**config.mk**
```make
export PLATFORM = sky130hd
export DESIGN_NAME = cls_slice
export DESIGN_NICKNAME = d
export VERILOG_FILES = /design/src/verilog/cls_slice.v /design/src/verilog/cls_dist_mem.v /design/src/verilog/cls_ripple.v
export VERILOG_INCLUDE_DIRS = /design/src /design/src/verilog
export SDC_FILE = /design/constraint.sdc
export NUM_CORES = 1
export LEC_CHECK = 0
export ABC_AREA = 1
export BUFFER_PORTS_ARGS = -buffer_cell sky130_fd_sc_hd__buf_2
export CORE_UTILIZATION = 56
export CTS_CLUSTER_SIZE = 28
export DETAILED_ROUTE_END_ITERATION = 10
export HOLD_SLACK_MARGIN = 0.12
export PLACE_DENSITY_LB_ADDON = 0.12
export RECOVER_POWER = 50
export SLEW_MARGIN = 20
export SYNTH_ARGS = -nofsm -noshare
export SYNTH_HDL_FRONTEND = slang
export SYNTH_SLANG_ARGS = --single-unit
export TNS_END_PERCENT = 10
```
**constraint.sdc**
```tcl
create_clock -name pclk -period 2.26 [get_ports pclk]
set_input_delay 0.452 -clock pclk [delete_from_list [all_inputs] [get_ports pclk]]
set_output_delay 0.452 -clock pclk [all_outputs]
set_load 0.005 [all_outputs]
```
**src/verilog/cls_defs.vh**
```
// Constants for the configurable logic slice: mode codes, register map,
// field positions and reset values.
// Assumes inclusion by bare name from the slice design files.
`ifndef CLS_DEFS_VH
`define CLS_DEFS_VH

// ----------------------------------------------------------------
// Operating modes
// ----------------------------------------------------------------
`define CLS_MODE_LOGIC 2'h0
`define CLS_MODE_RIPPLE 2'h1
`define CLS_MODE_RAM 2'h2
`define CLS_MODE_ROM 2'h3

// ----------------------------------------------------------------
// Ripple operation selects
// ----------------------------------------------------------------
`define CLS_OP_ADD 2'h0
`define CLS_OP_SUB 2'h1
`define CLS_OP_UP 2'h2
`define CLS_OP_DOWN 2'h3

// ----------------------------------------------------------------
// Register byte offsets
// ----------------------------------------------------------------
`define CLS_REG_CTRL 12'h000
`define CLS_REG_TBL0 12'h004
`define CLS_REG_TBL1 12'h008
`define CLS_REG_OPER 12'h00C
`define CLS_REG_RESULT 12'h010
`define CLS_REG_ROMLD 12'h014
`define CLS_REG_STATUS 12'h018

// ----------------------------------------------------------------
// Field positions
// ----------------------------------------------------------------
`define CLS_CTRL_MODE_LO 0
`define CLS_CTRL_OP_LO 2
`define CLS_CTRL_FAST 4
`define CLS_CTRL_WIDE 5
`define CLS_CTRL_CFG 6
`define CLS_ROMLD_DATA_LO 0
`define CLS_ROMLD_ADDR_LO 8

// ----------------------------------------------------------------
// Reset values
// ----------------------------------------------------------------
`define CLS_CTRL_RST 7'h00
`define CLS_TBL_RST 16'h0000
`define CLS_OPER_RST 5'h00
`define CLS_CNT_RST 2'h0
`define CLS_RDATA_RST 32'h00000000

`endif

```
**src/verilog/cls_slice.v**
```verilog
// Configurable logic slice with APB register access.
// Assumes one 20 MHz clock pclk and asynchronous active-low presetn;
// neighbouring slices drive the chain inputs from the same clock.
//
// Behaviour
// Four modes: logic, ripple, RAM, ROM
// Four-input table holds sixteen output bits
// Two tables combine into five-input function
// Ripple: add, subtract, count up, down
// Ripple compares A, B: ge, ne, le
// Fast carry exports generate and propagate
// RAM: each table is 16x1 memory
// 16x2 single port one slice, dual two
// Companion slice gives independent read-only port
// ROM: no write port, loaded at configuration
// ROM mode gives 16x2 read-only memory
// RAM writes clocked, reads combinational
`timescale 1ns/1ps
`default_nettype none
`include "cls_defs.vh"

module cls_slice (
    input wire pclk,
    input wire presetn,
    input wire psel,
    input wire penable,
    input wire pwrite,
    input wire [11:0] paddr,
    input wire [31:0] pwdata,
    output reg [31:0] prdata,
    output reg pready,
    output reg pslverr,
    input wire [3:0] lut_in0,
    input wire [3:0] lut_in1,
    input wire lut_sel,
    input wire ram_we,
    input wire [3:0] ram_waddr,
    input wire [1:0] ram_wdata,
    input wire [3:0] ram_raddr,
    input wire [3:0] companion_raddr,
    input wire carry_in,
    output reg [1:0] slice_out,
    output reg [1:0] companion_out,
    output reg carry_out,
    output reg carry_gen,
    output reg carry_prop,
    output reg cmp_ge,
    output reg cmp_ne,
    output reg cmp_le
);

    // ----------------------------------------------------------------
    // Configuration registers
    // ----------------------------------------------------------------
    reg [6:0] ctrl_q; // Mode, op, fast carry, wide table, config window
    reg [15:0] tbl0_q; // Truth table of first four-input table
    reg [15:0] tbl1_q; // Truth table of second four-input table
    reg [4:0] oper_q; // Operands {cin, b, a}
    reg [1:0] cnt_q; // Counter state for up and down count

    // Decoded control fields
    wire [1:0] mode = ctrl_q[`CLS_CTRL_MODE_LO +: 2];
    wire [1:0] op_sel = ctrl_q[`CLS_CTRL_OP_LO +: 2];
    wire fast_carry = ctrl_q[`CLS_CTRL_FAST];
    wire wide_table = ctrl_q[`CLS_CTRL_WIDE];
    wire cfg_open = ctrl_q[`CLS_CTRL_CFG];

    // Register address match, shared by read and write paths
    function reg_hit;
        input [11:0] addr;
        input [11:0] offs;
        begin
            reg_hit = (addr == offs);
        end
    endfunction

    // Table lookup, one bit of a sixteen-entry truth table
    function tbl_pick;
        input [15:0] tbl;
        input [3:0] idx;
        begin
            tbl_pick = tbl[idx];
        end
    endfunction

    // ----------------------------------------------------------------
    // APB decode
    // ----------------------------------------------------------------
    // Zero wait states: pready follows the setup phase by one edge
    wire apb_access = psel & penable & pready;
    wire apb_wr = apb_access & pwrite;
    wire mapped = reg_hit(paddr, `CLS_REG_CTRL) | reg_hit(paddr, `CLS_REG_TBL0)
        | reg_hit(paddr, `CLS_REG_TBL1) | reg_hit(paddr, `CLS_REG_OPER)
        | reg_hit(paddr, `CLS_REG_RESULT) | reg_hit(paddr, `CLS_REG_ROMLD)
        | reg_hit(paddr, `CLS_REG_STATUS);

    // ROM preload goes through the config window only, never the fabric
    wire rom_ld = apb_wr & reg_hit(paddr, `CLS_REG_ROMLD) & cfg_open;

    // ----------------------------------------------------------------
    // Memory write steering
    // ----------------------------------------------------------------
    // The preload wins over a fabric write in the same cycle; both share
    // the one write port, so the fabric word is lost in that case
    // single-port write path
    // ROM blocks fabric writes
    wire mem_we = rom_ld | ((mode == `CLS_MODE_RAM) & ram_we);
    wire [3:0] mem_waddr = rom_ld ? pwdata[`CLS_ROMLD_ADDR_LO +: 4] : ram_waddr;
    wire [1:0] mem_wdata = rom_ld ? pwdata[`CLS_ROMLD_DATA_LO +: 2] : ram_wdata;
    wire [1:0] mem_rd_a;
    wire [1:0] mem_rd_b;

    // two 16x1 tables
    // companion read port
    cls_dist_mem #(
        .DEPTH(16),
        .AW(4),
        .DW(2)
    ) u_mem (
        .pclk(pclk),
        .wr_en(mem_we),
        .wr_addr(mem_waddr),
        .wr_data(mem_wdata),
        .rd_addr_a(ram_raddr),
        .rd_data_a(mem_rd_a),
        .rd_addr_b(companion_raddr),
        .rd_data_b(mem_rd_b)
    );

    // ----------------------------------------------------------------
    // Ripple unit
    // ----------------------------------------------------------------
    wire [1:0] rip_sum;
    wire rip_cout;
    wire rip_gen;
    wire rip_prop;
    wire rip_ge;
    wire rip_ne;
    wire rip_le;

    cls_ripple u_ripple (
        .op_sel(op_sel),
        .a(oper_q[1:0]),
        .b(oper_q[3:2]),
        .cin(oper_q[4] | carry_in),
        .cnt(cnt_q),
        .sum(rip_sum),
        .cout(rip_cout),
        .gen(rip_gen),
        .prop(rip_prop),
        .a_ge_b(rip_ge),
        .a_ne_b(rip_ne),
        .a_le_b(rip_le)
    );

    // ----------------------------------------------------------------
    // Logic mode tables
    // ----------------------------------------------------------------
    // sixteen-entry lookup
    wire lut_o0 = tbl_pick(tbl0_q, lut_in0);
    wire lut_o1 = tbl_pick(tbl1_q, lut_in1);
    // five-input combine
    // Fifth input steers between the tables sharing lut_in0
    wire wide_o = lut_sel ? tbl_pick(tbl1_q, lut_in0) : lut_o0;

    // ----------------------------------------------------------------
    // Mode output select
    // ----------------------------------------------------------------
    // mode selects output
    reg [1:0] slice_d;
    reg [1:0] comp_d;
    always @* begin
        comp_d = 2'h0;
        case (mode)
            `CLS_MODE_LOGIC: slice_d = wide_table ? {1'b0, wide_o} : {lut_o1, lut_o0};
            `CLS_MODE_RIPPLE: slice_d = (op_sel[1]) ? cnt_q : rip_sum;
            // ROM 16x2 read
            `CLS_MODE_RAM, `CLS_MODE_ROM: begin
                slice_d = mem_rd_a;
                comp_d = mem_rd_b;
            end
            default: slice_d = 2'h0;
        endcase
    end

    // Ripple side outputs only live in ripple mode
    wire rip_on = (mode == `CLS_MODE_RIPPLE);
    wire fast_on = rip_on & fast_carry;

    // Registered outputs; outputs must come straight from flip-flops
    always @(posedge pclk or negedge presetn) begin
        if (!presetn) begin
            slice_out <= 2'h0;
            companion_out <= 2'h0;
            carry_out <= 1'b0;
            carry_gen <= 1'b0;
            carry_prop <= 1'b0;
            cmp_ge <= 1'b0;
            cmp_ne <= 1'b0;
            cmp_le <= 1'b0;
        end else begin
            slice_out <= slice_d;
            companion_out <= comp_d;
            carry_out <= rip_on & rip_cout;
            // carry terms exported
            carry_gen <= fast_on & rip_gen;
            carry_prop <= fast_on & rip_prop;
            // comparisons registered
            cmp_ge <= rip_on & rip_ge;
            cmp_ne <= rip_on & rip_ne;
            cmp_le <= rip_on & rip_le;
        end
    end

    // ----------------------------------------------------------------
    // Counter state
    // ----------------------------------------------------------------
    // counter steps
    // Counts every clock while a count op is selected in ripple mode
    // Wraps modulo four; the step's carry out of bit 1 still drives carry_out; chain through the
    // ripple add path when a wider count is wanted
    always @(posedge pclk or negedge presetn) begin
        if (!presetn) begin
            cnt_q <= `CLS_CNT_RST;
        end else if (rip_on & op_sel[1]) begin
            cnt_q <= rip_sum;
        end
    end

    // ----------------------------------------------------------------
    // Register writes
    // ----------------------------------------------------------------
    // Writes to RESULT, STATUS or unmapped offsets change nothing here;
    // only the unmapped case is flagged, read-only offsets drop silently
    always @(posedge pclk or negedge presetn) begin
        if (!presetn) begin
            ctrl_q <= `CLS_CTRL_RST;
            tbl0_q <= `CLS_TBL_RST;
            tbl1_q <= `CLS_TBL_RST;
            oper_q <= `CLS_OPER_RST;
        end else if (apb_wr) begin
            if (reg_hit(paddr, `CLS_REG_CTRL)) begin
                ctrl_q <= pwdata[6:0];
            end
            if (reg_hit(paddr, `CLS_REG_TBL0)) begin
                tbl0_q <= pwdata[15:0];
            end
            if (reg_hit(paddr, `CLS_REG_TBL1)) begin
                tbl1_q <= pwdata[15:0];
            end
            if (reg_hit(paddr, `CLS_REG_OPER)) begin
                oper_q <= pwdata[4:0];
            end
        end
    end

    // ----------------------------------------------------------------
    // Read mux
    // ----------------------------------------------------------------
    // ROMLD reads back as zero: the preload path is write-only, so a
    // stuck loader cannot be seen from software
    reg [31:0] rdata_d;
    always @* begin
        rdata_d = `CLS_RDATA_RST;
        if (reg_hit(paddr, `CLS_REG_CTRL)) begin
            rdata_d = {25'h0, ctrl_q};
        end else if (reg_hit(paddr, `CLS_REG_TBL0)) begin
            rdata_d = {16'h0, tbl0_q};
        end else if (reg_hit(paddr, `CLS_REG_TBL1)) begin
            rdata_d = {16'h0, tbl1_q};
        end else if (reg_hit(paddr, `CLS_REG_OPER)) begin
            rdata_d = {27'h0, oper_q};
        end else if (reg_hit(paddr, `CLS_REG_RESULT)) begin
            // Live datapath view: {le, ne, ge, prop, gen, cout, sum}
            rdata_d = {24'h0, rip_le, rip_ne, rip_ge, rip_prop, rip_gen,
                rip_cout, rip_sum};
        end else if (reg_hit(paddr, `CLS_REG_STATUS)) begin
            rdata_d = {26'h0, companion_out, slice_out, cnt_q};
        end
    end

    // APB answer: one wait-free access phase per transfer
    // Read data is captured at the setup edge, so a RESULT read shows the
    // datapath one cycle before pready; operands must be settled by then
    always @(posedge pclk or negedge presetn) begin
        if (!presetn) begin
            pready <= 1'b0;
            prdata <= `CLS_RDATA_RST;
            pslverr <= 1'b0;
        end else begin
            pready <= psel & ~penable;
            if (psel & ~penable) begin
                prdata <= pwrite ? `CLS_RDATA_RST : rdata_d;
                // Unmapped offsets and ROM loads outside the window error
                pslverr <= ~mapped | (pwrite & reg_hit(paddr, `CLS_REG_ROMLD) & ~cfg_open);
            end else begin
                pslverr <= 1'b0;
            end
        end
    end

endmodule

`default_nettype wire

```
**src/verilog/cls_dist_mem.v**
```verilog
// Distributed memory: two four-input tables, each 16 words by 1 bit,
// forming one 16x2 array with a write port and two read ports.
// Assumes the caller gates writes by mode; reads are combinational.
`timescale 1ns/1ps
`default_nettype none

module cls_dist_mem #(
    parameter DEPTH = 16,
    parameter AW = 4,
    parameter DW = 2
) (
    input wire pclk,
    input wire wr_en,
    input wire [AW-1:0] wr_addr,
    input wire [DW-1:0] wr_data,
    input wire [AW-1:0] rd_addr_a,
    output wire [DW-1:0] rd_data_a,
    input wire [AW-1:0] rd_addr_b,
    output wire [DW-1:0] rd_data_b
);

    // Storage; no reset, as in a real fabric table
    reg [DW-1:0] mem [0:DEPTH-1];

    // ----------------------------------------------------------------
    // Write port
    // ----------------------------------------------------------------
    // clocked write
    always @(posedge pclk) begin
        if (wr_en) begin
            mem[wr_addr] <= wr_data;
        end
    end

    // combinational reads
    assign rd_data_a = mem[rd_addr_a];
    assign rd_data_b = mem[rd_addr_b];

endmodule

`default_nettype wire

```
**src/verilog/cls_ripple.v**
```verilog
// Two-bit ripple arithmetic unit with comparator and carry terms.
// Assumes operands come from registers on the same clock.
`timescale 1ns/1ps
`default_nettype none
`include "cls_defs.vh"

module cls_ripple (
    input wire [1:0] op_sel,
    input wire [1:0] a,
    input wire [1:0] b,
    input wire cin,
    input wire [1:0] cnt,
    output reg [1:0] sum,
    output reg cout,
    output wire gen,
    output wire prop,
    output wire a_ge_b,
    output wire a_ne_b,
    output wire a_le_b
);

    // Extended result including carry
    reg [2:0] ext;

    // ----------------------------------------------------------------
    // Arithmetic select
    // ----------------------------------------------------------------
    // add sub count
    always @* begin
        case (op_sel)
            `CLS_OP_ADD: ext = {1'b0, a} + {1'b0, b} + {2'h0, cin};
            // Subtract as a plus not b plus carry-in, borrow is not cout
            `CLS_OP_SUB: ext = {1'b0, a} + {1'b0, ~b} + {2'h0, cin};
            `CLS_OP_UP: ext = {1'b0, cnt} + 3'h1;
            `CLS_OP_DOWN: ext = {1'b0, cnt} + 3'h3;
            default: ext = 3'h0;
        endcase
        sum = ext[1:0];
        cout = ext[2];
    end

    // generate and propagate
    // Group terms across both bits so the next slice skips the ripple
    wire [1:0] bb = (op_sel == `CLS_OP_SUB) ? ~b : b;
    wire [1:0] g = a & bb;
    wire [1:0] p = a ^ bb;
    assign gen = g[1] | (p[1] & g[0]);
    assign prop = p[1] & p[0];

    // comparator outputs
    assign a_ge_b = (a >= b);
    assign a_ne_b = (a != b);
    assign a_le_b = (a <= b);

endmodule

`default_nettype wire

```
==> impl_results.md <==
* Status: complete, no violations
* Peak Freq at 0.4698 GHz
* Post-route DRC at 0
* Cell Area, Synth at 6175 sq um
* Setup ws final at roughly 130 ps
* Antenna cell count at 0
* Core area at 10510 sq um
* Worst r2r path cells at 12
* Layout cells sized above 1 at 16.26%
* Die width at 107.0 um
* Root Driver: clkbuf_8
* Post-DP HPWL at between 10 and 15 mm
* Routed len/inst at 15.12 um
* CTS tree: done
* Util after Layout at 65.53%
* Die height at between 100 and 150 um
* Post-Route WL at roughly 16 mm
* Ys Warns at 0
* Die ar. at 11450 sq um
* Initial Utilization at 58.76%
* Register bit count reported by yosys at 106
* Layout area overhead at 11.53%
* Hold Fails Final Rpt at 0
* Vias in the first global route at 5324
* Cell mode on critical path: nand2_1
* Met2 Use GR at 46.18%
* Crit Path Max Fanout at 3
* Final setup TNS at 0 ps
* Final-layout fill cell count at 950
* First-pass GRT wire length at 25.82 mm
* Initial antenna violation count at 0
* Grt met1 use at 40.89%
* Post-route cell area at around 7000 sq um
* Leakage at approximately 3.3 nW
* Crit-path cells: inv_1, fa_2, inv_1, fa_1, nand3_1, nand3b_1, nand2_1, nor2_1, o21ai_1, nand2_1, nand2_1, nand2_1
* Fin crit share at a little over nine tenths
* Worst Hold Class: in -> reg
* Number of iterations in the first detailed-routing pass at 5
* Avg Inst Size Synth at 7.661 sq um
* Max_cap viols at 0
* Crit path DAT at approximately 2400 ps
* Deepest level of the CTS H-tree at 3
* Post-Synthesis Cells at 806
* Overflow after GRT at 0
* Place WS at -134.4 ps
* Via/cell ratio at 5.426
* Pins Over Slew Limit at 0
* Final clock skew at 16.88 ps
* Post-route ant nets at 0
* CP startpoint: oper_q[0]
* Worst R2R End: prdata[1]
* Max incr delay on CP at 400 ps
* Clock Latency Late Sink at roughly 370 ps
* Worst Max-Slew Pin Slew at 1121 ps
* Slew margin rel. at 25.23%
* Most frequent cells in the layout: 202 x nand2_1, 98 x inv_1, 81 x o21ai_0, 78 x nand3_1, 73 x dfrtp_1
* Via count at 5610
* Worst vdd ir at approximately 0.5 mV
* Ports at 118
* Site Rows at 37
* Top delay family on crit path: adder cells
* Critical Path End: prdata[1]
* Worst EP required at 2520 ps
* Minimum clock period after layout at 2128 ps
* Crit path launch type: flip-flop
* Num CTS Buffers at 9
* Synth cell types at 34
* Gpl congestion at 0.9367
* 1st-iter DRT viols at 432
* Post-synthesis sequential area ratio at 45.55%
* Crit path depth at 12
* RSZ-0062 raised after global routing: false
* Pin count of the biggest net entering global routing at 45
* Most common cell after layout, fill and taps aside: nand2_1
* Port bufs at 85
* Slowest CP cell: fa_1
* Total track usage at 29.20%
* Reg2Reg Setup Slack at between 100 and 150 ps
* Clock buffer depth at 2
* Crit path buffers/inverters at 2
* Cell Pwr Density at 491.5 nW/um^2
* CP Capture Type: flip-flop
* R2r startpoint: oper_q[0]
* Final net count at 976
* Fin Hold WS at 287.4 ps
* # setup viols final at 0
* Critical path type: reg -> reg
* Grt met3 use at 4.742%
* CTS Sinks at 106
* Area after DPL at 6725 sq um
* CTS clk-pin slew, worst paths at 110 ps
* GRT Max-Usage Layer: met2
[area by class of cell]
| type | instances | area, sq um | share of cell area [%] |
|---|---|---|---|
| multi-input cells | 563 | 2755 | 40.01 |
| well taps | 136 | 170.2 | 2.471 |
| flip-flops and latches | 106 | 2814 | 40.86 |
| repair buffers | 105 | 564.3 | 8.194 |
| clock buffers | 9 | 123.9 | 1.799 |
| clock inverters | 7 | 52.55 | 0.7631 |
| inverters | 108 | 406.6 | 5.905 |
[layer usage]
| metal | vias to the layer above | part of all wire [%] |
|---|---|---|
| met5 | - | 0 |
| met2 | 203 | 47 |
| met4 | 0 | 1.9 |
| met1 | 2617 | 45 |
| li1 | 2763 | - |
| met3 | 27 | 6.2 |
[stage by stage]
step	power, mW	instances
final	3.385	1034
after detailed placement	2.358	1016
after global routing	3.502	1034
after floorplan	2.227	821
after global placement	2.352	1016
after CTS	3.401	1033
[how the worst min path moves through the flow]
stage	from	endpoint	slack, ps	cells past startpoint
6_report	penable	pready	290	2
5_1_grt	penable	pready	290	2
4_1_cts	penable	pready	280	2
3_5_place_dp	prdata[4]	prdata[4]	460	2
3_3_place_gp	prdata[8]	prdata[8]	460	1
2_1_floorplan	presetn	carry_gen	160	0
[synthesized netlist by cell type]
cell type / instances / area [sq um]
a21o_1: 4 / 30.03
a21oi_1: 47 / 235.2
buf_1: 1 / 3.750
buf_2: 9 / 45.04
buf_4: 18 / 135.1
buf_6: 1 / 11.26
clkbuf_1: 15 / 56.30
clkinv_2: 1 / 5.000
conb_1: 1 / 3.750
dfrtp_1: 74 / 1852
edfxtp_1: 32 / 960.9
fa_1: 5 / 100.1
ha_1: 4 / 50.05
inv_1: 96 / 360.4
inv_2: 11 / 41.29
nand2_1: 201 / 754.5
nand2_2: 16 / 100.1
nand2_4: 1 / 11.26
nand3_1: 78 / 390.4
nand3_2: 1 / 10.01
nand3b_1: 2 / 15.01
nand4_1: 5 / 31.28
nor2_1: 49 / 183.9
nor2_2: 3 / 18.77
nor2_4: 6 / 67.56
nor3_1: 6 / 30.03
o211ai_1: 13 / 97.59
o21ai_0: 81 / 405.4
o21ai_1: 16 / 80.08
o21ai_2: 2 / 17.52
o21ai_4: 2 / 32.53
o22ai_1: 1 / 6.260
or2_2: 1 / 6.260
xor2_1: 3 / 26.28
[logic make-up (layout without fill, tap and decap cells)]
group / count (synthesis) / after routing / synth area share (%)
AOI/OAI and AO/OA: 166 / 166 / 14.65
xor gates and xnor gates: 3 / 3 / 0.4256
adders and majority gates: 9 / 9 / 2.432
and+or+nand+nor: 369 / 369 / 26.22
other: 1 / 16 / 0.06073
buffers and inverters: 152 / 229 / 10.66
DFF: 106 / 106 / 45.55
[power by group]
part	leakage (nW)	switching (mW)	total (mW)	internal, mW
clock network	0.0919	0.656	1.07	0.410
logic	1.93	0.225	0.335	0.110
registers	1.31	0.00406	1.98	1.98
[sequential cells by signal (all words and copies together), names as in the netlist]
register       flops
tbl0_q            16
companion_out      2
slice_out          2
carry_gen          1
pslverr            1
cmp_ne             1
carry_prop         1
pready             1
ctrl_q             7
carry_out          1
cmp_le             1
cmp_ge             1
prdata            16
oper_q             5
cnt_q              2
u_mem.mem         32
tbl1_q            16
[what timing repair did]
| item | 4_1_cts | 5_1_grt |
|---|---|---|
| hold buffers | 1 | 0 |
| gates resized for setup | 2 | 2 |
| endpoints found under the hold margin | 42 | 0 |
| endpoints found under the setup margin | 1 | 1 |
| pin swaps | 0 | 3 |
| buffers inserted | 0 | 1 |
Note: power is estimated with default switching activity, not from simulation.
